===== config.mk =====
export PLATFORM = sky130hd
export DESIGN_NAME = can_transceiver_mode_wakeup
export DESIGN_NICKNAME = d
export VERILOG_FILES = /design/src/can_wake_pkg.sv /design/src/wake_filter.sv /design/src/can_transceiver_mode_wakeup.sv
export SDC_FILE = /design/constraint.sdc
export NUM_CORES = 1
export LEC_CHECK = 0
export BUFFER_PORTS_ARGS = -buffer_cell sky130_fd_sc_hd__buf_2
export CAP_MARGIN = 25
export CORE_MARGIN = 2
export CORE_UTILIZATION = 54
export CTS_CLUSTER_SIZE = 24
export DETAILED_ROUTE_END_ITERATION = 10
export PLACE_DENSITY = 0.76
export SLEW_MARGIN = 20
export SYNTH_ARGS = -nofsm -noshare
export SYNTH_HDL_FRONTEND = slang
export SYNTH_SLANG_ARGS = --single-unit
export TNS_END_PERCENT = 30

===== constraint.sdc =====
create_clock -name ref_clk -period 2.53 [get_ports ref_clk]
set_clock_uncertainty 0.2 [all_clocks]
set_input_delay 0.3795 -clock ref_clk [delete_from_list [all_inputs] [get_ports ref_clk]]
set_output_delay 0.3795 -clock ref_clk [all_outputs]
set_load 0.01 [all_outputs]

===== src/can_wake_pkg.sv =====
// Overview of operation
// - Four selectable edge-rate settings via control
// - Sleep with wake enabled or disabled
// - Sleep disables drivers and normal receiver
// - Sleep accepted even with supply present
// - Return to communicating mode drives recessive
// - Accept pulses wider 500 ns, below 500 us
// - Gap over 500 us clears counter
// - Three pulses within 1.0 ms window
// - Rejected pulse clears counter, no wake
// - Third accepted pulse asserts internal wake
// - Wake clears only in communicating mode
// - Deep sleep wake: regulator on, release reset
// - Stop mode wake: interrupt pulse, set flag
// - Normal or standby wake: flag only
// - Flag holds until communicating and read
// - Wake on pulse pattern, any content
// - Transmit high recessive, low dominant
// - Receive high recessive, low dominant
package can_wake_pkg;

   localparam int CLK_MHZ        = 25;
   localparam int MIN_PULSE_NS   = 500;
   localparam int MAX_PULSE_US   = 500;
   localparam int MAX_GAP_US     = 500;
   localparam int WINDOW_US      = 1000;
   // Least width rounds up, longest times round down
   localparam int MIN_PULSE_CYC  = (MIN_PULSE_NS * CLK_MHZ + 999) / 1000;
   localparam int MAX_PULSE_CYC  = MAX_PULSE_US * CLK_MHZ;
   localparam int MAX_GAP_CYC    = MAX_GAP_US * CLK_MHZ;
   localparam int WINDOW_CYC     = WINDOW_US * CLK_MHZ;
   localparam int PULSES_NEEDED  = 3;
   localparam int SLEW_W         = 2;
   localparam int INT_PULSE_CYC  = 4;

   typedef enum logic [1:0] {
      CHIP_NORMAL  = 2'h0,
      CHIP_STANDBY = 2'h1,
      CHIP_STOP    = 2'h2,
      CHIP_SLEEP   = 2'h3
   } chip_mode_e;

   typedef enum logic [1:0] {
      XCVR_COMM   = 2'h0,
      XCVR_SLEEP  = 2'h1,
      XCVR_WAKE   = 2'h3
   } xcvr_state_e;

endpackage


===== src/wake_filter.sv =====
`timescale 1ns/1ps
module wake_filter
   import can_wake_pkg::*;
#(
   parameter int MIN_CYC    = MIN_PULSE_CYC,
   parameter int MAX_CYC    = MAX_PULSE_CYC,
   parameter int GAP_CYC    = MAX_GAP_CYC,
   parameter int WIN_CYC    = WINDOW_CYC
)(
   input  wire logic ref_clk,
   input  wire logic nrst,
   input  wire logic enable,
   input  wire logic busDom,
   output logic      wakeHit
);
   localparam int CW = $clog2(WIN_CYC + 2);

   logic [CW-1:0] widthCnt_q;
   logic [CW-1:0] gapCnt_q;
   logic [CW-1:0] winCnt_q;
   logic [1:0]    pulseCnt_q;
   logic          domPrev_q;
   logic          fall;
   logic          okWidth;
   logic          gapOut;
   logic          winOut;

   assign fall    = domPrev_q && !busDom;
   assign okWidth = (widthCnt_q >= CW'(MIN_CYC)) && (widthCnt_q < CW'(MAX_CYC));
   assign gapOut  = (pulseCnt_q != 2'h0) && (gapCnt_q >= CW'(GAP_CYC - 1));
   assign winOut  = (pulseCnt_q != 2'h0) && (winCnt_q >= CW'(WIN_CYC));

   // =========================================
   // Edge and width timing
   // Fine counters
   always_ff @(posedge ref_clk or negedge nrst) begin
      if (!nrst) begin
         domPrev_q  <= 1'b0;
         widthCnt_q <= '0;
      end else begin
         domPrev_q <= busDom && enable;
         if (!(busDom && enable))
            widthCnt_q <= '0;
         else if (widthCnt_q != {CW{1'b1}})
            widthCnt_q <= widthCnt_q + CW'(1);
      end
   end

   // =========================================
   // Gap and window timers
   always_ff @(posedge ref_clk or negedge nrst) begin
      if (!nrst) begin
         gapCnt_q <= '0;
         winCnt_q <= '0;
      end else begin
         if (fall || busDom || pulseCnt_q == 2'h0)
            gapCnt_q <= '0;
         else if (!gapOut)
            gapCnt_q <= gapCnt_q + CW'(1);
         if (pulseCnt_q == 2'h0 && !fall)
            winCnt_q <= '0;
         else if (!winOut)
            winCnt_q <= winCnt_q + CW'(1);
      end
   end

   // =========================================
   // Pulse counter, pattern only
   // Content blind
   always_ff @(posedge ref_clk or negedge nrst) begin
      if (!nrst) begin
         pulseCnt_q <= 2'h0;
         wakeHit    <= 1'b0;
      end else begin
         wakeHit <= 1'b0;
         if (!enable || gapOut || winOut) begin
            pulseCnt_q <= 2'h0;
         end else if (fall) begin
            if (!okWidth)
               pulseCnt_q <= 2'h0;
            else if (pulseCnt_q == 2'(PULSES_NEEDED - 1)) begin
               pulseCnt_q <= 2'h0;
               wakeHit    <= 1'b1;
            end else
               pulseCnt_q <= pulseCnt_q + 2'h1;
         end
      end
   end

   bad_pulse_a: assert property (@(posedge ref_clk) disable iff (!nrst)
      fall && !okWidth |=> !wakeHit && pulseCnt_q == 2'h0)
      else $error("rejected pulse kept count");
   third_wake_a: assert property (@(posedge ref_clk) disable iff (!nrst)
      enable && fall && okWidth && pulseCnt_q == 2'h2 && !gapOut && !winOut |=> wakeHit)
      else $error("third pulse missed wake");
   gap_clear_a: assert property (@(posedge ref_clk) disable iff (!nrst)
      gapOut |=> pulseCnt_q == 2'h0 && !wakeHit)
      else $error("gap did not clear count");
   win_clear_a: assert property (@(posedge ref_clk) disable iff (!nrst)
      winOut |=> pulseCnt_q == 2'h0)
      else $error("window did not clear count");
endmodule


===== src/can_transceiver_mode_wakeup.sv =====
`timescale 1ns/1ps
module can_transceiver_mode_wakeup
   import can_wake_pkg::*;
#(
   parameter int MIN_CYC = MIN_PULSE_CYC,
   parameter int MAX_CYC = MAX_PULSE_CYC,
   parameter int GAP_CYC = MAX_GAP_CYC,
   parameter int WIN_CYC = WINDOW_CYC
)(
   input  wire logic              ref_clk,
   input  wire logic              nrst,
   input  wire logic              txIn,
   input  wire logic              busDiff,
   input  wire logic              wakeRx,
   input  wire logic              sleepCmd,
   input  wire logic              commCmd,
   input  wire logic              wakeEnable,
   input  wire logic [SLEW_W-1:0] slewSel,
   input  wire chip_mode_e        chipMode,
   input  wire logic              transceiver_supply,
   input  wire logic              canRegRead,
   output logic                   rxOut,
   output logic                   drvDominant,
   output logic                   drvEnable,
   output logic                   rxEnable,
   output logic [SLEW_W-1:0]      slewRate_q,
   output logic                   communicating_mode,
   output logic                   bus_wake_flag,
   output logic                   wakeInternal,
   output logic                   regulatorOn,
   output logic                   hostResetRelease,
   output logic                   intPulse
);
   xcvr_state_e   state_q;
   logic [1:0]    txSync_q;
   logic [1:0]    rxSync_q;
   logic [1:0]    wuSync_q;
   logic          wakeEn_q;
   logic          wakeHit;
   logic          commSeen_q;
   logic [2:0]    intCnt_q;
   logic          deepWake_q;
   logic          deepOff;

   // =========================================
   // Pin synchronisers
   always_ff @(posedge ref_clk or negedge nrst) begin
      if (!nrst) begin
         txSync_q <= 2'h3;
         rxSync_q <= 2'h0;
         wuSync_q <= 2'h0;
      end else begin
         txSync_q <= {txSync_q[0], txIn};
         rxSync_q <= {rxSync_q[0], busDiff};
         wuSync_q <= {wuSync_q[0], wakeRx};
      end
   end

   // =========================================
   // Transceiver mode
   always_ff @(posedge ref_clk or negedge nrst) begin
      if (!nrst) begin
         state_q  <= XCVR_SLEEP;
         wakeEn_q <= 1'b0;
      end else begin
         case (state_q)
            XCVR_COMM: begin
               if (sleepCmd) begin
                  state_q  <= XCVR_SLEEP;
                  wakeEn_q <= wakeEnable;
               end
            end
            XCVR_SLEEP: begin
               if (commCmd)
                  state_q <= XCVR_COMM;
               else if (wakeHit)
                  state_q <= XCVR_WAKE;
            end
            XCVR_WAKE: begin
               if (commCmd)
                  state_q <= XCVR_COMM;
            end
            default: state_q <= XCVR_SLEEP;
         endcase
      end
   end

   always_ff @(posedge ref_clk or negedge nrst) begin
      if (!nrst)
         slewRate_q <= '0;
      else if (commCmd)
         slewRate_q <= slewSel;
   end

   assign communicating_mode = (state_q == XCVR_COMM);
   assign wakeInternal       = (state_q == XCVR_WAKE);

   // =========================================
   // Pattern wake detector
   // Wake only if enabled
   wake_filter #(
      .MIN_CYC (MIN_CYC),
      .MAX_CYC (MAX_CYC),
      .GAP_CYC (GAP_CYC),
      .WIN_CYC (WIN_CYC)
   ) u_filter (
      .ref_clk (ref_clk),
      .nrst    (nrst),
      .enable  (state_q == XCVR_SLEEP && wakeEn_q),
      .busDom  (wuSync_q[1]),
      .wakeHit (wakeHit)
   );

   // =========================================
   // Driver and receiver
   always_ff @(posedge ref_clk or negedge nrst) begin
      if (!nrst) begin
         drvDominant <= 1'b0;
         drvEnable   <= 1'b0;
         rxEnable    <= 1'b0;
         rxOut       <= 1'b1;
      end else begin
         drvEnable <= communicating_mode;
         rxEnable  <= communicating_mode;
         drvDominant <= communicating_mode && drvEnable && !txSync_q[1];
         rxOut <= communicating_mode ? !rxSync_q[1] : 1'b1;
      end
   end

   // =========================================
   // Wake flag and reporting
   always_ff @(posedge ref_clk or negedge nrst) begin
      if (!nrst) begin
         bus_wake_flag <= 1'b0;
         commSeen_q    <= 1'b0;
      end else begin
         if (!communicating_mode)
            commSeen_q <= 1'b0;
         else if (canRegRead)
            commSeen_q <= 1'b1;
         if (wakeHit && chipMode != CHIP_SLEEP)
            bus_wake_flag <= 1'b1;
         else if (commSeen_q && communicating_mode)
            bus_wake_flag <= 1'b0;
      end
   end

   always_ff @(posedge ref_clk or negedge nrst) begin
      if (!nrst)
         deepWake_q <= 1'b0;
      else if (chipMode != CHIP_SLEEP || communicating_mode)
         deepWake_q <= 1'b0;
      else if (wakeHit)
         deepWake_q <= 1'b1;
   end

   assign deepOff = (chipMode == CHIP_SLEEP) && !deepWake_q && !wakeHit;

   always_ff @(posedge ref_clk or negedge nrst) begin
      if (!nrst) begin
         regulatorOn      <= 1'b1;
         hostResetRelease <= 1'b1;
      end else begin
         regulatorOn      <= !deepOff;
         hostResetRelease <= !deepOff && regulatorOn;
      end
   end

   always_ff @(posedge ref_clk or negedge nrst) begin
      if (!nrst)
         intCnt_q <= 3'h0;
      else if (wakeHit && chipMode == CHIP_STOP)
         intCnt_q <= 3'(INT_PULSE_CYC);
      else if (intCnt_q != 3'h0)
         intCnt_q <= intCnt_q - 3'h1;
   end
   assign intPulse = (intCnt_q != 3'h0);

   sleep_off_a: assert property (@(posedge ref_clk) disable iff (!nrst)
      !communicating_mode |=> !drvEnable && !drvDominant && !rxEnable)
      else $error("driver active in sleep");
   recess_return_a: assert property (@(posedge ref_clk) disable iff (!nrst)
      $rose(communicating_mode) |=> !drvDominant)
      else $error("not recessive on return");
   wake_hold_a: assert property (@(posedge ref_clk) disable iff (!nrst)
      wakeInternal && !commCmd |=> wakeInternal)
      else $error("wake dropped early");
   stop_int_a: assert property (@(posedge ref_clk) disable iff (!nrst)
      wakeHit && chipMode == CHIP_STOP |=> intPulse && bus_wake_flag)
      else $error("stop wake not reported");
   flag_hold_a: assert property (@(posedge ref_clk) disable iff (!nrst)
      bus_wake_flag && !communicating_mode |=> bus_wake_flag)
      else $error("flag cleared outside comm");
   reg_order_a: assert property (@(posedge ref_clk) disable iff (!nrst)
      hostResetRelease |-> regulatorOn)
      else $error("reset released before regulator");
   tx_pol_a: assert property (@(posedge ref_clk) disable iff (!nrst)
      communicating_mode && drvEnable && txSync_q[1] |=> !drvDominant)
      else $error("high transmit drove dominant");
   rx_pol_a: assert property (@(posedge ref_clk) disable iff (!nrst)
      communicating_mode && rxSync_q[1] |=> !rxOut)
      else $error("dominant bus read high");
   slew_hold_a: assert property (@(posedge ref_clk) disable iff (!nrst)
      !commCmd |=> $stable(slewRate_q))
      else $error("edge rate changed unasked");
   slew_load_a: assert property (@(posedge ref_clk) disable iff (!nrst)
      commCmd |=> slewRate_q == $past(slewSel))
      else $error("edge rate not loaded");
   wake_off_a: assert property (@(posedge ref_clk) disable iff (!nrst)
      state_q == XCVR_SLEEP && !wakeEn_q |=> !wakeHit)
      else $error("wake while disabled");
   supply_sleep_a: assert property (@(posedge ref_clk) disable iff (!nrst)
      communicating_mode && sleepCmd && transceiver_supply |=> !communicating_mode)
      else $error("sleep refused with supply");
   wake_enter_a: assert property (@(posedge ref_clk) disable iff (!nrst)
      state_q == XCVR_SLEEP && wakeHit && !commCmd |=> wakeInternal)
      else $error("wake state not entered");
   deep_off_a: assert property (@(posedge ref_clk) disable iff (!nrst)
      chipMode == CHIP_SLEEP && !deepWake_q && !wakeHit |=> !regulatorOn && !hostResetRelease)
      else $error("regulator on in deep sleep");
   deep_wake_a: assert property (@(posedge ref_clk) disable iff (!nrst)
      wakeHit && chipMode == CHIP_SLEEP |=> regulatorOn ##1 hostResetRelease)
      else $error("deep wake not reported");
   flag_only_a: assert property (@(posedge ref_clk) disable iff (!nrst)
      wakeHit && chipMode inside {CHIP_NORMAL, CHIP_STANDBY} |=> bus_wake_flag && !intPulse)
      else $error("wake not flagged alone");
   tx_dom_a: assert property (@(posedge ref_clk) disable iff (!nrst)
      communicating_mode && drvEnable && !txSync_q[1] |=> drvDominant)
      else $error("low transmit not dominant");
   rx_rec_a: assert property (@(posedge ref_clk) disable iff (!nrst)
      communicating_mode && !rxSync_q[1] |=> rxOut)
      else $error("recessive bus read low");
endmodule


; ---- Word-level counts from Yosys, hierarchy flattened
; Index checks and enable logic that the tools add are counted.
[op_classes]
n_addsub = 5
n_reduce_logical = 38
n_eq_ne = 14
muxes = 28
n_lt_le_gt_ge = 4
[ops]
columns = op, count
row1 = $mux W15, 6
row2 = $add A15 B1 Y15 const B, 3
row3 = $mux W2, 8
row4 = $ge A15 B14 Y1 const B, 1
row5 = $ge A15 B15 Y1 const B, 1
row6 = $ge A15 B4 Y1 const B, 1
row7 = $logic_and A1 B1 Y1, 15
row8 = $lt A15 B14 Y1 const B, 1
row9 = $ne A15 B15 Y1 const B, 1
row10 = $ne A2 B2 Y1 const B, 7
row11 = $mux W1, 11
row12 = $reduce_bool A2 Y1, 5
row13 = $eq A2 B2 Y1 const B, 4
row14 = $logic_not A1 Y1, 8
row15 = $mux W3, 2
row16 = $pmux W2 S3, 1
row17 = $logic_or A1 B1 Y1, 5
row18 = $logic_not A2 Y1, 2
row19 = $ne A3 B2 Y1 const B, 1
row20 = $reduce_and A3 Y1, 1
row21 = $reduce_bool A3 Y1, 1
row22 = $sub A3 B1 Y3 const B, 1
row23 = $add A2 B1 Y2 const B, 1
row24 = $eq A2 B1 Y1 const B, 1
row25 = $reduce_and A2 Y1, 1
[word_totals]
ff_bits = 71
output_inout_bits = 12
input_bits = 14
wordCells = 110

; ---- Depth between registers and ports, before layout
[logic_depth]
ltp_word = 6
depth_mapped = 7
ltp_nobuf = 7

; ---- Modules after synthesis
; Synthesis repeated with hierarchy kept, for this count alone.
[unflattened]
hier_cells = 327
area_unflattened_um2 = 3384.5
[modules_own_cells]
columns = module, cells_each, area_each_um2, n_inst, seq_area_each_um2
row1 = wake_filter, 269, 2575.0, 1, 1226.2
row2 = can_transceiver_mode_wakeup, 58, 809.5, 1, 558.0

; ---- Least setup slack after synthesis
; No wires, ideal clock.
[synth_timing]
path_kind = register -> register
from = reg u_filter.gapCnt_q[10]
to = reg u_filter.wakeHit
path_slack_ns = 0.135
n_path_buf = 0
path_stages_with_launch = 6
period_less_slack_ns = 2.395
arrival_ns = 2.127
setup_time_ns = 0.068
required_time_ns = 2.262
cell_sequence = dfrtp_1 or4_1 a211o_1 a22o_2 a2111o_1 and4bb_1
[synth_via]
elab_chain_len = 5
[synth_lines]
columns = item, line_no
row1 = "start, declared", wake_filter.sv:19  ; logic [CW-1:0] gapCnt_q;
row2 = "start signal, assigned", wake_filter.sv:59  ; gapCnt_q <= gapCnt_q + CW'(1);
row3 = $ge A15 B14 Y1, wake_filter.sv:30  ; assign gapOut = (pulseCnt_q != 2'h0) && (gapCnt_q >= CW'(GAP_CYC - 1));
row4 = $logic_and A1 B1 Y1, wake_filter.sv:30
row5 = $logic_or A1 B1 Y1 (2 in series), wake_filter.sv:76  ; if (!enable || gapOut || winOut) begin
row6 = $mux W1, wake_filter.sv:76
row7 = "end signal, assigned", wake_filter.sv:73  ; wakeHit <= 1'b0;
row8 = "end signal, assigned", wake_filter.sv:75  ; wakeHit <= 1'b0;
row9 = "end signal, assigned", wake_filter.sv:83  ; wakeHit <= 1'b1;
row10 = "end, declared", wake_filter.sv:14  ; output logic wakeHit
; Every way passes these cells.
; A chain may end at the register's enable or synchronous reset.

; ---- Worst setup path in the final report
[layout_timing]
from = reg u_filter.gapCnt_q[9]
to = reg u_filter.gapCnt_q[6]
[layout_via]
elab_chain_len = 3
[layout_lines]
columns = item, line_no
row1 = $ge A15 B14 Y1, wake_filter.sv:30
row2 = $logic_and A1 B1 Y1, wake_filter.sv:30
row3 = $ne A2 B2 Y1 (no line), -
; Every way passes these cells.

==> results.json <==
{
  "finish.utilization_pct": 63.1,
  "finalSetupTns_ns": 0,
  "timing.fmax_mhz": 407,
  "grt_max_degree": 72,
  "nNetsFinal": 412,
  "synth-simple-area-share_pct": 22.3,
  "drt-initial-drc-count": 109,
  "cp_slowest_stage_delay_ns": 0.54,
  "routedWlPerCell_um": 14.7,
  "cp_data_arrival_time_ns": 2.54,
  "synth_top_family_by_area": "simple AND/OR/NAND/NOR gates",
  "port_buffers": 24,
  "nFillCells": 532,
  "cp_slowest_cell": "or4_4",
  "critPathMaxFanout": 9,
  "report.final.setup_viol": 0,
  "grt_overflow": 0,
  "max_slew.worst_pin.slew_ns": 0.874,
  "cts_buffer_depth": 2,
  "initial_core_util_pct": 55.1,
  "syn-cell-area_um2": 3440,
  "holdWs_ns": 0.0147,
  "clock-sinks": 71,
  "synth_seq_area_share_pct": 51.9,
  "synth_flop_cell": "dfrtp_1",
  "fp.coreArea_um2": 6240,
  "htree_levels": 3,
  "num_rows": 29,
  "synth_seq_cells": 71,
  "die_w_um": 83.8,
  "cts_tree": "built",
  "peakVddDrop_mv": 0.357,
  "place_hpwl_um": 4620,
  "synth_xor_area_share_pct": 3.82,
  "rr_endpoint": "u_filter.gapCnt_q[6]",
  "whs_endpoint": "state_q[0]",
  "drive_above_1_share_pct": 16.7,
  "synth.distinct_cells": 52,
  "yosysWarnings": 0,
  "drtPass1Iterations": 5,
  "slew_headroom_pct": 41.6,
  "drv_cap": 0,
  "drv_slew": 0,
  "end_kind": "register",
  "crit_type": "register to register",
  "dieArea_um2": 7020,
  "p_per_area_nw_per_um2": 554,
  "synth_compound_area_share_pct": 15.7,
  "grt_pass1_vias": 2756,
  "synth_edf_count": 0,
  "hp-start": "commCmd",
  "dpl_cell_area_um2": 3690,
  "min_path_cells": 2,
  "power.leakage_uw": 0.00171,
  "synthCells": 351,
  "antenna_found_initial": 0,
  "track_usage_pct": 21.9,
  "worstSkewPairLatency_ns": 0.36,
  "pre_cts_ws_ns": 0.0952,
  "hold_path.class": "input pin to register",
  "run_status": "completed",
  "final_hold_viol_count": 0,
  "syn_avg_cell_area_um2": 9.80,
  "num_io_pins": 26,
  "synth_fa_ha_area_share_pct": 2.55,
  "start_kind": "register",
  "drc_errors": 0,
  "clk_pin_slew_ns": 0.09,
  "synth.area.mux_share_pct": 0.983,
  "syn2layout_area_growth_pct": 14.6,
  "routed_via_density": 5.88,
  "final_area_um2": 3940,
  "synthesis.nets": 372,
  "synthArstFlopShare_pct": 100,
  "vias": 2782,
  "fp.dieH_um": 83.8,
  "fin_ws_ns": 0.0712,
  "routabilityCongestion": 0.889,
  "fin_crit_ns": 2.46,
  "grt_pass1_wl_um": 12300,
  "rrSetupSlack_ns": 0.07,
  "finalWirelength_um": 6970,
  "diodes": 0,
  "ff2ff_path_depth": 6,
  "worstPathRequired_ns": 2.61,
  "postRouteAntennaNets": 0,
  "cts-root-buf": "clkbuf_8",
  "fin_crit_sh_pct": 97.2,
  "r2r-start": "u_filter.gapCnt_q[9]",
  "rsz0062_at_grt": "no",
  "cts_made_buffers": 9,
  "worstPathCellList": "or4_4, a211o_1, a22o_2, buf_4, or3_1, a21oi_2"
}
-- stage by stage --
stage | instances | power (µW)
after floorplan | 351 | 1270
after global placement | 451 | 1340
after detailed placement | 451 | 1340
after CTS | 472 | 2200
after global routing | 473 | 2270
final | 473 | 2180
-- state kept, by name (all words and copies together) (netlist names), 2 cells and up --
signal and count:
u_filter.gapCnt_q 15, wuSync_q 2, slewRate_q 2, txSync_q 2, u_filter.pulseCnt_q 2, rxSync_q 2
state_q 2, u_filter.widthCnt_q 15, intCnt_q 3, u_filter.winCnt_q 15
-- worst max-delay path by stage --
stage | from | endpoint | slack (ns) | cells past startpoint
6_report | u_filter.gapCnt_q[9] | u_filter.gapCnt_q[6] | 0.07 | 6
5_1_grt | u_filter.gapCnt_q[9] | u_filter.gapCnt_q[12] | 0.004 | 6
4_1_cts | u_filter.gapCnt_q[10] | u_filter.wakeHit | 0.07 | 5
3_5_place_dp | u_filter.gapCnt_q[10] | u_filter.wakeHit | 0.1 | 5
3_3_place_gp | u_filter.gapCnt_q[10] | u_filter.wakeHit | 0.12 | 5
2_1_floorplan | u_filter.gapCnt_q[10] | u_filter.wakeHit | 0.14 | 5
-- repair_timing --
item / in CTS / in global routing
endpoints found under the setup margin: 0 / 3
buffers inserted: 0 / 1
endpoints found under the hold margin: 69 / 0
hold buffers: 5 / 0
gates resized for setup: 0 / 2
-- power breakdown --
part | internal, µW | total [µW] | switching, µW
clock | 372 | 859 | 487
sequential | 1170 | 1190 | 20.9
combinational | 52.9 | 132 | 79.3
-- per-layer routing --
layer	part of all wire, %	up-vias	global-route usage (%)
met2	50	51	35.6
met5	0	-	0
met3	3.9	11	5.34
met4	1.4	0	7.48
met1	45	1366	28.7
li1	-	1354	-
-- cells in the final DEF (no fill, tap or decap), types with 4 or more instances in the layout --
| cell | instances |
|---|---|
| nor2_1 | 38 |
| nand4_1 | 8 |
| a21oi_1 | 23 |
| dlygate4sd3_1 | 5 |
| xor2_1 | 6 |
| nand3_1 | 13 |
| nand2b_1 | 4 |
| nand2_1 | 31 |
| or4_1 | 4 |
| o2111ai_1 | 4 |
| xnor2_1 | 9 |
| o211ai_1 | 4 |
| dfstp_2 | 6 |
| or3_1 | 16 |
| clkbuf_8 | 9 |
| inv_1 | 15 |
| and2_1 | 5 |
| ha_1 | 7 |
| nor4_1 | 4 |
| nor3_1 | 13 |
| dfrtp_1 | 65 |
| o21ai_0 | 17 |
| and3_1 | 4 |
| buf_2 | 24 |
| buf_4 | 8 |
-- cell families after synthesis --
| group | Yosys count |
|---|---|
| flops | 71 |
| compound gates | 80 |
| buf+inv | 24 |
| xor+xnor | 15 |
| fa+ha+maj | 7 |
| simple gates | 151 |
| mux | 3 |
-- critical path, delay by kind of cell, from the launching register on --
kind                   cells  cell delay (ns)
DFF                        1             0.40
and+or+nand+nor            2             0.90
buffers and inverters      1             0.16
AOI/OAI and AO/OA          3             0.71
-- layout make-up --
cell class / instances / area [µm²] / share of cell area (%)
Clock inverter: 7 / 60.1 / 1.52
Timing Repair Buffer: 38 / 250 / 6.35
Sequential cell: 71 / 1780 / 45.3
Clock buffer: 9 / 124 / 3.14
Tap cell: 77 / 96.3 / 2.45
Multi-Input combinational cell: 256 / 1570 / 39.8
Inverter: 15 / 56.3 / 1.43
-- cell usage after synthesis (all sizes together), types with 3 or more instances --
cell type	number	area share, %
clkbuf	7	0.76
nand4	8	1.5
o211ai	4	0.87
dfrtp	65	47
nor3	13	1.9
nand2	31	3.4
o2111ai	4	1.0
dfstp	6	4.6
a211o	3	0.76
inv	15	1.6
or3	16	2.9
or4	5	1.1
nor4	4	0.73
xor2	6	1.5
nand2b	4	0.73
mux2	3	0.98
and3	4	0.73
o21ai	17	2.5
nand3	13	1.9
ha	7	2.5
a21oi	24	3.5
nor2	38	4.1
xnor2	9	2.3
and2	5	0.91
Power figures use the tool's default switching activity.
